File: config.mk
export PLATFORM = sky130hd
export DESIGN_NAME = sarcc_top
export DESIGN_NICKNAME = d
export VERILOG_FILES = /design/src/sarcc_pkg.sv /design/src/sarcc_fad_div.sv /design/src/sarcc_top.sv
export SDC_FILE = /design/constraint.sdc
export NUM_CORES = 1
export LEC_CHECK = 0
export BUFFER_PORTS_ARGS = -buffer_cell sky130_fd_sc_hd__clkbuf_2
export CAP_MARGIN = 20
export CORE_MARGIN = 4
export CORE_UTILIZATION = 55
export CTS_CLUSTER_DIAMETER = 100
export DETAILED_ROUTE_END_ITERATION = 12
export PLACE_DENSITY = 0.91
export RECOVER_POWER = 100
export SYNTH_ARGS = -nofsm -noshare
export SYNTH_HDL_FRONTEND = slang
export SYNTH_SLANG_ARGS = --single-unit
File: constraint.sdc
create_clock -name CLK -period 3.33 [get_ports CLK]
set_input_delay 0.4995 -clock CLK [delete_from_list [all_inputs] [get_ports CLK]]
set_output_delay 0.4995 -clock CLK [all_outputs]
set_load 0.005 [all_outputs]
File: src/sarcc_pkg.sv
// Package: register map, field layout and sequence counts of the SAR converter control
`default_nettype none
package sarcc_pkg;
	// Register addresses on the CPU memory bus
	localparam logic [15:0] ADDR_RESULT_WIDE  = 16'hFF08;
	localparam logic [15:0] ADDR_RESULT_UPPER = 16'hFF09;
	localparam logic [15:0] ADDR_MODE         = 16'hFF28;
	localparam logic [15:0] ADDR_CHANNEL      = 16'hFF29;
	localparam logic [15:0] ADDR_PIN_CFG      = 16'hFF2F;

	// Reset values
	localparam logic [7:0]  MODE_RESET         = 8'h00;
	localparam logic [2:0]  CHANNEL_RESET      = 3'h0;
	localparam logic [3:0]  PIN_CFG_RESET      = 4'h0;
	localparam logic [15:0] RESULT_WIDE_RESET  = 16'h0000;
	localparam logic [7:0]  RESULT_UPPER_RESET = 8'h00;
	localparam logic [9:0]  SAR_RESET          = 10'h000;

	// Field layout
	localparam logic [9:0]  SAR_FIRST_TRIAL = 10'h200;
	localparam logic [5:0]  RESULT_PAD      = 6'h00;
	localparam logic [3:0]  SAR_TOP_BIT     = 4'h9;
	localparam logic [7:0]  MODE_WR_MASK    = 8'hBF;

	// Sequence lengths in conversion-clock ticks
	localparam logic [4:0]  TICKS_CLEAR      = 5'h02;
	localparam logic [4:0]  TICKS_SAMPLE_LOW = 5'h18;
	localparam logic [4:0]  TICKS_SAMPLE_STD = 5'h06;
	localparam logic [4:0]  TICKS_COMPARE    = 5'h0C;
	localparam logic [4:0]  TICKS_RESOLVE    = 5'h0A;
	localparam logic [4:0]  TICKS_TRANSFER   = 5'h02;
	localparam logic [1:0]  LEVEL_LOW_REF    = 2'h1;

	// Mode register fields, bit 7 down to bit 0
	typedef struct packed {
		logic       conv_enable;
		logic       zero_bit;
		logic [2:0] divider_sel;
		logic [1:0] level_sel;
		logic       comparator_enable;
	} sarcc_mode_t;

	typedef enum logic [2:0] {ST_IDLE, ST_CLEAR, ST_SAMPLE, ST_COMPARE, ST_TRANSFER} sarcc_state_t;

	// Peripheral clocks per conversion clock; prohibited codes fall back to the slowest
	function automatic logic [3:0] sarcc_div_len(input logic [2:0] sel);
		case (sel)
			3'h0:    sarcc_div_len = 4'hC;
			3'h1:    sarcc_div_len = 4'h8;
			3'h2:    sarcc_div_len = 4'h6;
			3'h3:    sarcc_div_len = 4'h4;
			3'h4:    sarcc_div_len = 4'h3;
			3'h5:    sarcc_div_len = 4'h2;
			default: sarcc_div_len = 4'hC;
		endcase
	endfunction

	// Sampling ticks for the selected reference level
	function automatic logic [4:0] sarcc_sample_len(input logic [1:0] lv);
		sarcc_sample_len = (lv == LEVEL_LOW_REF) ? TICKS_SAMPLE_LOW : TICKS_SAMPLE_STD;
	endfunction
endpackage
`default_nettype wire

File: src/sarcc_fad_div.sv
// Conversion clock tick generator from the peripheral clock
`timescale 1ns/1ps
`default_nettype none
module sarcc_fad_div
	import sarcc_pkg::*;
(
	input  wire logic       clk,
	input  wire logic       rst,
	input  wire logic       run,
	input  wire logic [2:0] divider_sel,
	output logic            tick
);
	logic [3:0] cnt_q;
	logic [3:0] len;

	assign len  = sarcc_div_len(divider_sel);
	assign tick = run && (cnt_q == (len - 4'h1));

	// Free count while running, restart when stopped
	always_ff @(posedge clk)
	begin
		if (rst || !run)
			cnt_q <= 4'h0;
		else if (cnt_q >= (len - 4'h1))
			cnt_q <= 4'h0;
		else
			cnt_q <= cnt_q + 4'h1;
	end

	chk_tick_spacing: assert property (@(posedge clk) disable iff (rst) tick |=> !tick)
		else $error("conversion tick repeated on consecutive clocks");
endmodule // sarcc_fad_div
`default_nettype wire

File: src/sarcc_top.sv
// SAR converter sequencer, result registers and channel select behind the CPU bus
`timescale 1ns/1ps
`default_nettype none
//Contract
// - Divider codes 0..5 give /12,/8,/6,/4,/3,/2 conversion clocks; others prohibited.
// - Low-reference conversion: 2 clear, 24 sample, 12 compare, 2 transfer ticks.
// - Wide result holds ten bits left-aligned; low six bits read zero.
// - Upper byte carries result bits 9..2; lower byte top holds bits 1..0.
// - Each conversion end loads the approximation register into result registers.
// - Wide result is readable only by a single 16-bit access.
// - Reset clears the wide result register to zero.
// - Mode, channel or pin writes may leave wide result undefined.
// - Reading the wide result inserts one bus wait cycle.
// - Byte result register presents upper eight bits of the result.
// - Byte result is read by 8-bit access and resets to zero.
// - Byte result may go undefined on those writes; reading it waits.
// - Three-bit channel field selects analog input 0..7; resets to zero.
// - Writing the channel select register inserts one bus wait cycle.
// - Conversions repeat continuously until conversion enable is cleared.
// - Result resolved bit 9 down to 0; end request raised at transfer.
module sarcc_top
	import sarcc_pkg::*;
(
	input  wire logic        CLK,
	input  wire logic        SYS_RST,
	input  wire logic [15:0] BUS_ADDR,
	input  wire logic [15:0] BUS_WDATA,
	input  wire logic        BUS_RD,
	input  wire logic        BUS_WR,
	input  wire logic        BUS_WIDE,
	output logic      [15:0] BUS_RDATA,
	output logic             BUS_WAIT,
	input  wire logic        COMP_OUT,
	output logic             COMP_ENABLE,
	output logic             ANA_SAMPLE,
	output logic      [9:0]  ANA_TAP,
	output logic      [2:0]  ANA_CHANNEL,
	output logic      [3:0]  ANA_PIN_CFG,
	output logic             CONV_END_IRQ
);
	sarcc_mode_t  mode_q;
	sarcc_state_t state_q;
	logic [2:0]   chan_q;
	logic [3:0]   pin_q;
	logic [15:0]  result_wide_q;
	logic [7:0]   result_upper_q;
	logic [15:0]  rdata_q;
	logic [15:0]  rdata_d;
	logic [9:0]   sar_q;
	logic [4:0]   cnt_q;
	logic [3:0]   bit_idx;
	logic         wait_q;
	logic         need_wait;
	logic         rd_take;
	logic         wr_take;
	logic         fad_tick;
	logic         load_now;
	logic         conv_end_q;
	logic         comp_hold_q;

	// Bus timing: these accesses stretch by one wait cycle
	assign need_wait = (BUS_RD && ((BUS_ADDR == ADDR_RESULT_WIDE) || (BUS_ADDR == ADDR_RESULT_UPPER)))
		|| (BUS_WR && ((BUS_ADDR == ADDR_MODE) || (BUS_ADDR == ADDR_CHANNEL) || (BUS_ADDR == ADDR_PIN_CFG)));
	assign BUS_WAIT  = need_wait && !wait_q;
	assign rd_take   = BUS_RD && !BUS_WAIT;
	assign wr_take   = BUS_WR && !BUS_WAIT;
	assign BUS_RDATA = rdata_q;

	// Wait state flag
	always_ff @(posedge CLK)
	begin
		if (SYS_RST)
			wait_q <= 1'b0;
		else
			wait_q <= need_wait && !wait_q;
	end

	// Writable registers; result addresses are not decoded for writes, results kept on these writes
	always_ff @(posedge CLK)
	begin
		if (SYS_RST)
		begin
			mode_q <= MODE_RESET;
			chan_q <= CHANNEL_RESET;
			pin_q  <= PIN_CFG_RESET;
		end
		else if (wr_take)
		begin
			case (BUS_ADDR)
				ADDR_MODE:    mode_q <= BUS_WDATA[7:0] & MODE_WR_MASK;
				ADDR_CHANNEL: chan_q <= BUS_WDATA[2:0];
				ADDR_PIN_CFG: pin_q  <= BUS_WDATA[3:0];
				default:      mode_q <= mode_q;
			endcase
		end
	end

	// Read multiplexer
	always_comb
	begin
		rdata_d = 16'h0000;
		case (BUS_ADDR)
			ADDR_RESULT_WIDE:  rdata_d = BUS_WIDE ? result_wide_q : 16'h0000;
			ADDR_RESULT_UPPER: rdata_d = BUS_WIDE ? 16'h0000 : {8'h00, result_upper_q};
			ADDR_MODE:         rdata_d = {8'h00, mode_q};
			ADDR_CHANNEL:      rdata_d = {13'h0000, chan_q};
			ADDR_PIN_CFG:      rdata_d = {12'h000, pin_q};
			default:           rdata_d = 16'h0000;
		endcase
	end

	// Read data register, updated when a read is taken
	always_ff @(posedge CLK)
	begin
		if (SYS_RST)
			rdata_q <= 16'h0000;
		else if (rd_take)
			rdata_q <= rdata_d;
	end

	// Comparator decision capture; the comparator answers the tap this clock drives,
	// so one flop keeps each decision in time even with a two-clock conversion tick
	always_ff @(posedge CLK)
	begin
		if (SYS_RST)
			comp_hold_q <= 1'b0;
		else
			comp_hold_q <= COMP_OUT;
	end

	// Conversion clock
	sarcc_fad_div u_fad_div (
		.clk         (CLK),
		.rst         (SYS_RST),
		.run         (mode_q.conv_enable),
		.divider_sel (mode_q.divider_sel),
		.tick        (fad_tick)
	);

	assign bit_idx  = SAR_TOP_BIT - cnt_q[3:0];
	assign load_now = mode_q.conv_enable && fad_tick && (state_q == ST_TRANSFER) && (cnt_q == 5'h00);

	// Conversion sequencer: clear, sample, compare, transfer, repeat
	always_ff @(posedge CLK)
	begin
		if (SYS_RST)
		begin
			state_q <= ST_IDLE;
			cnt_q   <= 5'h00;
			sar_q   <= SAR_RESET;
		end
		else if (!mode_q.conv_enable)
		begin
			state_q <= ST_IDLE;
			cnt_q   <= 5'h00;
		end
		else if (state_q == ST_IDLE)
		begin
			state_q <= ST_CLEAR;
			cnt_q   <= 5'h00;
		end
		else if (fad_tick)
		begin
			case (state_q)
				ST_CLEAR:
				begin
					sar_q <= SAR_RESET;
					if (cnt_q == (TICKS_CLEAR - 5'h01))
					begin
						state_q <= ST_SAMPLE;
						cnt_q   <= 5'h00;
					end
					else
						cnt_q <= cnt_q + 5'h01;
				end
				ST_SAMPLE:
				begin
					if (cnt_q == (sarcc_sample_len(mode_q.level_sel) - 5'h01))
					begin
						state_q <= ST_COMPARE;
						cnt_q   <= 5'h00;
						sar_q   <= SAR_FIRST_TRIAL;
					end
					else
						cnt_q <= cnt_q + 5'h01;
				end
				ST_COMPARE:
				begin
					if (cnt_q < TICKS_RESOLVE)
					begin
						if (!comp_hold_q)
							sar_q[bit_idx] <= 1'b0;
						if (bit_idx != 4'h0)
							sar_q[bit_idx - 4'h1] <= 1'b1;
					end
					if (cnt_q == (TICKS_COMPARE - 5'h01))
					begin
						state_q <= ST_TRANSFER;
						cnt_q   <= 5'h00;
					end
					else
						cnt_q <= cnt_q + 5'h01;
				end
				ST_TRANSFER:
				begin
					if (cnt_q == (TICKS_TRANSFER - 5'h01))
					begin
						state_q <= ST_CLEAR;
						cnt_q   <= 5'h00;
					end
					else
						cnt_q <= cnt_q + 5'h01;
				end
				default:
				begin
					state_q <= ST_IDLE;
					cnt_q   <= 5'h00;
				end
			endcase
		end
	end

	// Result registers, loaded at the first transfer tick
	always_ff @(posedge CLK)
	begin
		if (SYS_RST)
		begin
			result_wide_q  <= RESULT_WIDE_RESET;
			result_upper_q <= RESULT_UPPER_RESET;
		end
		else if (load_now)
		begin
			result_wide_q  <= {sar_q, RESULT_PAD};
			result_upper_q <= sar_q[9:2];
		end
	end

	// Conversion end request, raised on the same clock edge as the result load
	always_ff @(posedge CLK)
	begin
		if (SYS_RST)
			conv_end_q <= 1'b0;
		else
			conv_end_q <= load_now;
	end

	// Front end drive
	assign CONV_END_IRQ = conv_end_q;
	assign COMP_ENABLE  = mode_q.comparator_enable;
	assign ANA_SAMPLE   = (state_q == ST_SAMPLE);
	assign ANA_TAP      = sar_q;
	assign ANA_CHANNEL  = chan_q;
	assign ANA_PIN_CFG  = pin_q;

	chk_low_bits_zero: assert property (@(posedge CLK) disable iff (SYS_RST) result_wide_q[5:0] == 6'h00)
		else $error("wide result low bits not zero");
	chk_byte_mirror: assert property (@(posedge CLK) disable iff (SYS_RST) result_upper_q == result_wide_q[15:8])
		else $error("byte result differs from wide result upper byte");
	chk_reset_clear: assert property (@(posedge CLK) SYS_RST |=> (result_wide_q == 16'h0000 && result_upper_q == 8'h00))
		else $error("result registers not cleared by reset");
	chk_load_result: assert property (@(posedge CLK) disable iff (SYS_RST)
		load_now |=> (result_wide_q[15:6] == $past(sar_q)) && CONV_END_IRQ)
		else $error("result not loaded or end request missing");
	chk_irq_pulse: assert property (@(posedge CLK) disable iff (SYS_RST) CONV_END_IRQ |=> !CONV_END_IRQ)
		else $error("end request longer than one clock");
	chk_read_wait: assert property (@(posedge CLK) disable iff (SYS_RST)
		(BUS_RD && BUS_ADDR == ADDR_RESULT_WIDE && !wait_q) |-> BUS_WAIT ##1 !BUS_WAIT)
		else $error("result read without exactly one wait");
	chk_chan_wait: assert property (@(posedge CLK) disable iff (SYS_RST)
		(BUS_WR && BUS_ADDR == ADDR_CHANNEL && !wait_q) |-> BUS_WAIT ##1 !BUS_WAIT)
		else $error("channel write without exactly one wait");
	chk_write_ignored: assert property (@(posedge CLK) disable iff (SYS_RST)
		(wr_take && BUS_ADDR == ADDR_RESULT_WIDE && !load_now) |=> $stable(result_wide_q))
		else $error("result register changed by a write");
	chk_stop_idle: assert property (@(posedge CLK) disable iff (SYS_RST)
		!mode_q.conv_enable |=> (state_q == ST_IDLE) && !CONV_END_IRQ)
		else $error("sequencer running while conversion disabled");
endmodule // sarcc_top
`default_nettype wire

==> qor.log <==
[outcome] run status finished with violations
[outcome] violated checks max-capacitance violations, max-slew violations
[hold_path] Endpoint, Worst Hold comp_hold_q$_SDFF_PP0_
[finish] Antenna Diode Count 0
[sta] final hold slack 0.364 ns
[sta] final critical delay including setup and external delays 2.84 ns
[finish] P&R area growth vs syn 10.8%
[setup_path] cell type of the slowest stage on the worst timing path sky130_fd_sc_hd__dfxtp_1
[route] DRC violation count after routing 0
[clocking] TritonCTS clock tree done
[finish] fillcell total 532
[global_routing] global-route usage over all layers 24.9%
[setup_path] Startpoint Class flop
[synthesis] synthesized area per cell 8.73 um2
[setup_path] worst r2r dst ANA_TAP[1]$_SDFFE_PP0P_
[clocking] clock buffers created by TritonCTS 9
[synthesis] Mapped Nets 468
[sta] total of endpoints with negative setup slack in the final report 0
[sta] FMAX 353 MHz
[pwr] Net Sw Frac 23.7%
[route] Routed wire per std cell 17.4 um
[placement] area post-placement 3960 um2
[synthesis] count of flip-flops with a built-in enable after synthesis 0
[placement] RD Place Congestion 0.958
[clocking] # resized after CTS 0
[setup_path] reg-to-reg slack, setup 0.49 ns
[floorplanning] floorplan core area 6390 um2
[pwr] combinational power share 4.6%
[synthesis] number of instances in the synthesized netlist 418
[sta] share of the clock period used by the worst path after layout 85.2%
[pwr] power share of the clock group 44.5%
[clocking] worst-skew pair later-pin latency 0.35 ns
[sta] Final Max Tran Viols 47
[global_routing] overflow left after global routing 0
[setup_path] nature of the critical path endpoint flop
[sta] Worst Clk Skew 0.00761 ns
[setup_path] source of the worst register-to-register timing path mode_q[5]$_SDFFE_PP0P_
[finish] cell area after layout 4040 um2
[clocking] # hold bufs at CTS 0
[route] total wire length 9630 um
[setup_path] length in cells of the worst reg-to-reg path 11
[placement] cell total after placement 538
[finish] most common library cell in the layout ignoring fill and taps sky130_fd_sc_hd__dfxtp_1
[synthesis] Async S/R FF share, synth 0%
[route] Iteration-0 DRC Markers 433
[hold_path] hold path depth 2
[floorplanning] horizontal die dimension 89.4 um
[floorplanning] top-level I/O count 75
[finish] total number of nets in the final design 522
[synthesis] flip-flop cell with the highest count after synthesis sky130_fd_sc_hd__dfxtp_1
[pwr] power share of the sequential group 50.9%
[route] average vias per placed instance 6.30
[clocking] number of clock sinks 65
[floorplanning] Die Area 8000 um2
[floorplanning] effective utilization at floorplan 57.1%
[setup_path] delay of the slowest critical-path stage 0.48 ns
[synthesis] Synth cell types 75
[pwr] power density relative to cell area 382 nW/um2
[clocking] CTS root buf sky130_fd_sc_hd__clkbuf_8
[hold_path] start point of the worst min-delay path COMP_OUT
[setup_path] worst path required time 3.57 ns
[synthesis] yosys synthesis warning count 0
[clocking] count of H-tree levels built during CTS 3
[sta] Worst Setup Slack, final 0.494 ns
[floorplanning] number of standard-cell rows in the floorplan 29
[setup_path] ordered list of cells on the worst path nor2_1 > mux2i_1 > ha_1 > xor2_1 > ha_1 > nand3_1 > nor2_1 > buf_4 > and2_0 > a211o_1 > a32o_1
[clocking] Post CTS Setup Buffer Count 0
[global_routing] first-pass GRT wire length 15600 um
[finish] commonest cells after routing, fill and taps aside sky130_fd_sc_hd__dfxtp_1 (65), sky130_fd_sc_hd__nand2_1 (44), sky130_fd_sc_hd__nor2_1 (40)
[clocking] maximum buffer depth of the clock tree 2
[synthesis] total of flip-flops plus latches after synthesis 65
[sta] Final Hold Viols 0
[global_routing] maximum number of pins on one net before global-route repair 33
[finish] share of layout cells above drive strength 1 15.3%
[synthesis] Seq/Total Area, Yosys 35.7%
[clocking] clock slew seen by the registers of the worst setup and hold paths 0.07 ns
[setup_path] Critical Path AT 3.07 ns
[setup_path] highest net fanout along the worst path 11
[global_routing] vias in the first global route 3220
[setup_path] critical setup path kind reg2reg
[placement] post-placement worst setup slack 0.650 ns
[placement] total half-perimeter wirelength after legalization and detailed placement 6840 um
[finish] non-filler cells, final 554
[flow_run] reported max-cap violation count 2
[finish] final core utilization 63.3%
[sta] slew at the pin with the worst max-slew slack 1.62 ns
[pwr] VDD IR-drop max 0.000261 V
[sta] Max-slew headroom -8.60%
[global_routing] initial antenna violation count 0
[pwr] static power due to leakage 1.55 nW
[pwr] Pint 1.18 mW
[pwr] P_sw 365 uW
[sta] Setup Total Neg Slack 0 ns
[placement] number of buffer cells added on primary ports 65
[route] detailed-routing iteration count for the pre-antenna-repair pass 5
[sta] setup repair after global routing missed its margin no
[hold_path] min-delay worst type in2reg
[synthesis] area of the mapped netlist 3650 um2
[floorplanning] chip height 89.4 um
[route] ANT nets after route 0
[route] via count 3492
[pwr] total power 1.54 mW
==> layer usage <==
metal,global-route usage [%],vias up,wire length (um)
li1,-,1639,-
met3,4.88,31,971
met5,0,-,0
met4,8.25,0,212
met2,41.1,202,4550
met1,32.5,1620,3890
==> sequential cells by signal, summed over array words and instances (netlist names) <==
| register | flops |
|---|---|
| u_fad_div.cnt_q | 4 |
| comp_hold_q | 1 |
| result_upper_q | 8 |
| COMP_ENABLE | 1 |
| ANA_PIN_CFG | 4 |
| CONV_END_IRQ | 1 |
| wait_q | 1 |
| state_q | 3 |
| ANA_TAP | 10 |
| ANA_CHANNEL | 3 |
| mode_q | 6 |
| cnt_q | 5 |
| result_wide_q | 2 |
| BUS_RDATA | 16 |
==> worst max-delay path by stage <==
stage | slack (ns) | start | cells past startpoint | to
2_1_floorplan | 0.89 | mode_q[4]$_SDFFE_PP0P_ | 11 | ANA_TAP[1]$_SDFFE_PP0P_
3_5_place_dp | 0.65 | mode_q[5]$_SDFFE_PP0P_ | 9 | ANA_TAP[0]$_SDFFE_PP0P_
6_report | 0.49 | mode_q[5]$_SDFFE_PP0P_ | 11 | ANA_TAP[1]$_SDFFE_PP0P_
5_1_grt | 0.38 | BUS_ADDR[1] | 5 | mode_q[3]$_SDFFE_PP0P_
4_1_cts | 0.63 | mode_q[5]$_SDFFE_PP0P_ | 9 | ANA_TAP[0]$_SDFFE_PP0P_
3_3_place_gp | 0.77 | mode_q[5]$_SDFFE_PP0P_ | 9 | ANA_TAP[1]$_SDFFE_PP0P_
==> synth_stat cells, types with 5 or more instances <==
master | count | share of area [%]
sky130_fd_sc_hd__nor4b_1 | 5 | 1.2
sky130_fd_sc_hd__nor3_1 | 7 | 0.96
sky130_fd_sc_hd__a22oi_1 | 5 | 1.0
sky130_fd_sc_hd__nand3_1 | 21 | 2.9
sky130_fd_sc_hd__buf_2 | 9 | 1.2
sky130_fd_sc_hd__nor2b_1 | 7 | 1.2
sky130_fd_sc_hd__a21oi_1 | 13 | 1.8
sky130_fd_sc_hd__xor2_1 | 5 | 1.2
sky130_fd_sc_hd__clkbuf_1 | 11 | 1.1
sky130_fd_sc_hd__nand2_1 | 42 | 4.3
sky130_fd_sc_hd__and2_1 | 6 | 1.0
sky130_fd_sc_hd__dfxtp_1 | 65 | 36
sky130_fd_sc_hd__o21ai_0 | 15 | 2.1
sky130_fd_sc_hd__inv_1 | 11 | 1.1
sky130_fd_sc_hd__o21ai_2 | 7 | 1.7
sky130_fd_sc_hd__nand4_1 | 12 | 2.1
sky130_fd_sc_hd__a211o_1 | 5 | 1.2
sky130_fd_sc_hd__nor2_1 | 40 | 4.1
sky130_fd_sc_hd__ha_1 | 12 | 4.1
sky130_fd_sc_hd__mux2i_1 | 18 | 4.9
sky130_fd_sc_hd__a31oi_1 | 11 | 1.9
==> final cells by class <==
| type | instances | area, um2 | share of cell area (%) |
|---|---|---|---|
| sequential | 65 | 1300 | 32.2 |
| inverter | 11 | 41.3 | 1.02 |
| clock inverter | 6 | 66.3 | 1.64 |
| timing repair buffer | 70 | 319 | 7.89 |
| tap | 77 | 96.3 | 2.38 |
| multi-input combinational | 315 | 2080 | 51.5 |
| clock buffer | 10 | 138 | 3.41 |
==> critical path, delay by kind of cell, from the launching register on <==
family	cells	cell delay (ns)
AO/OA/AOI/OAI	2	0.59
flip-flops	1	0.48
adder cells (fa/ha/maj)	2	0.45
multiplexers	1	0.20
XOR/XNOR	1	0.16
buffers and inverters	1	0.17
AND/OR/NAND/NOR	4	0.66
==> cell families after synthesis <==
logic type | after synthesis | share of synthesized area (%)
AND/OR/NAND/NOR | 178 | 27.3
flip-flops | 65 | 35.7
multiplexers | 19 | 5.56
buffers and inverters | 38 | 5.14
AO/OA/AOI/OAI | 98 | 20.3
XOR/XNOR | 8 | 1.92
adder cells (fa/ha/maj) | 12 | 4.12
==> power by group through the flow <==
stage	registers (mW)	logic [mW]	clock network [mW]
finish	0.784	0.0706	0.687
global route	0.785	0.0772	0.727
CTS	0.784	0.0762	0.692
detailed placement	0.802	0.0748	0
global placement	0.803	0.0722	0
floorplan	0.802	0.0403	0
Power figures use the tool's default switching activity.
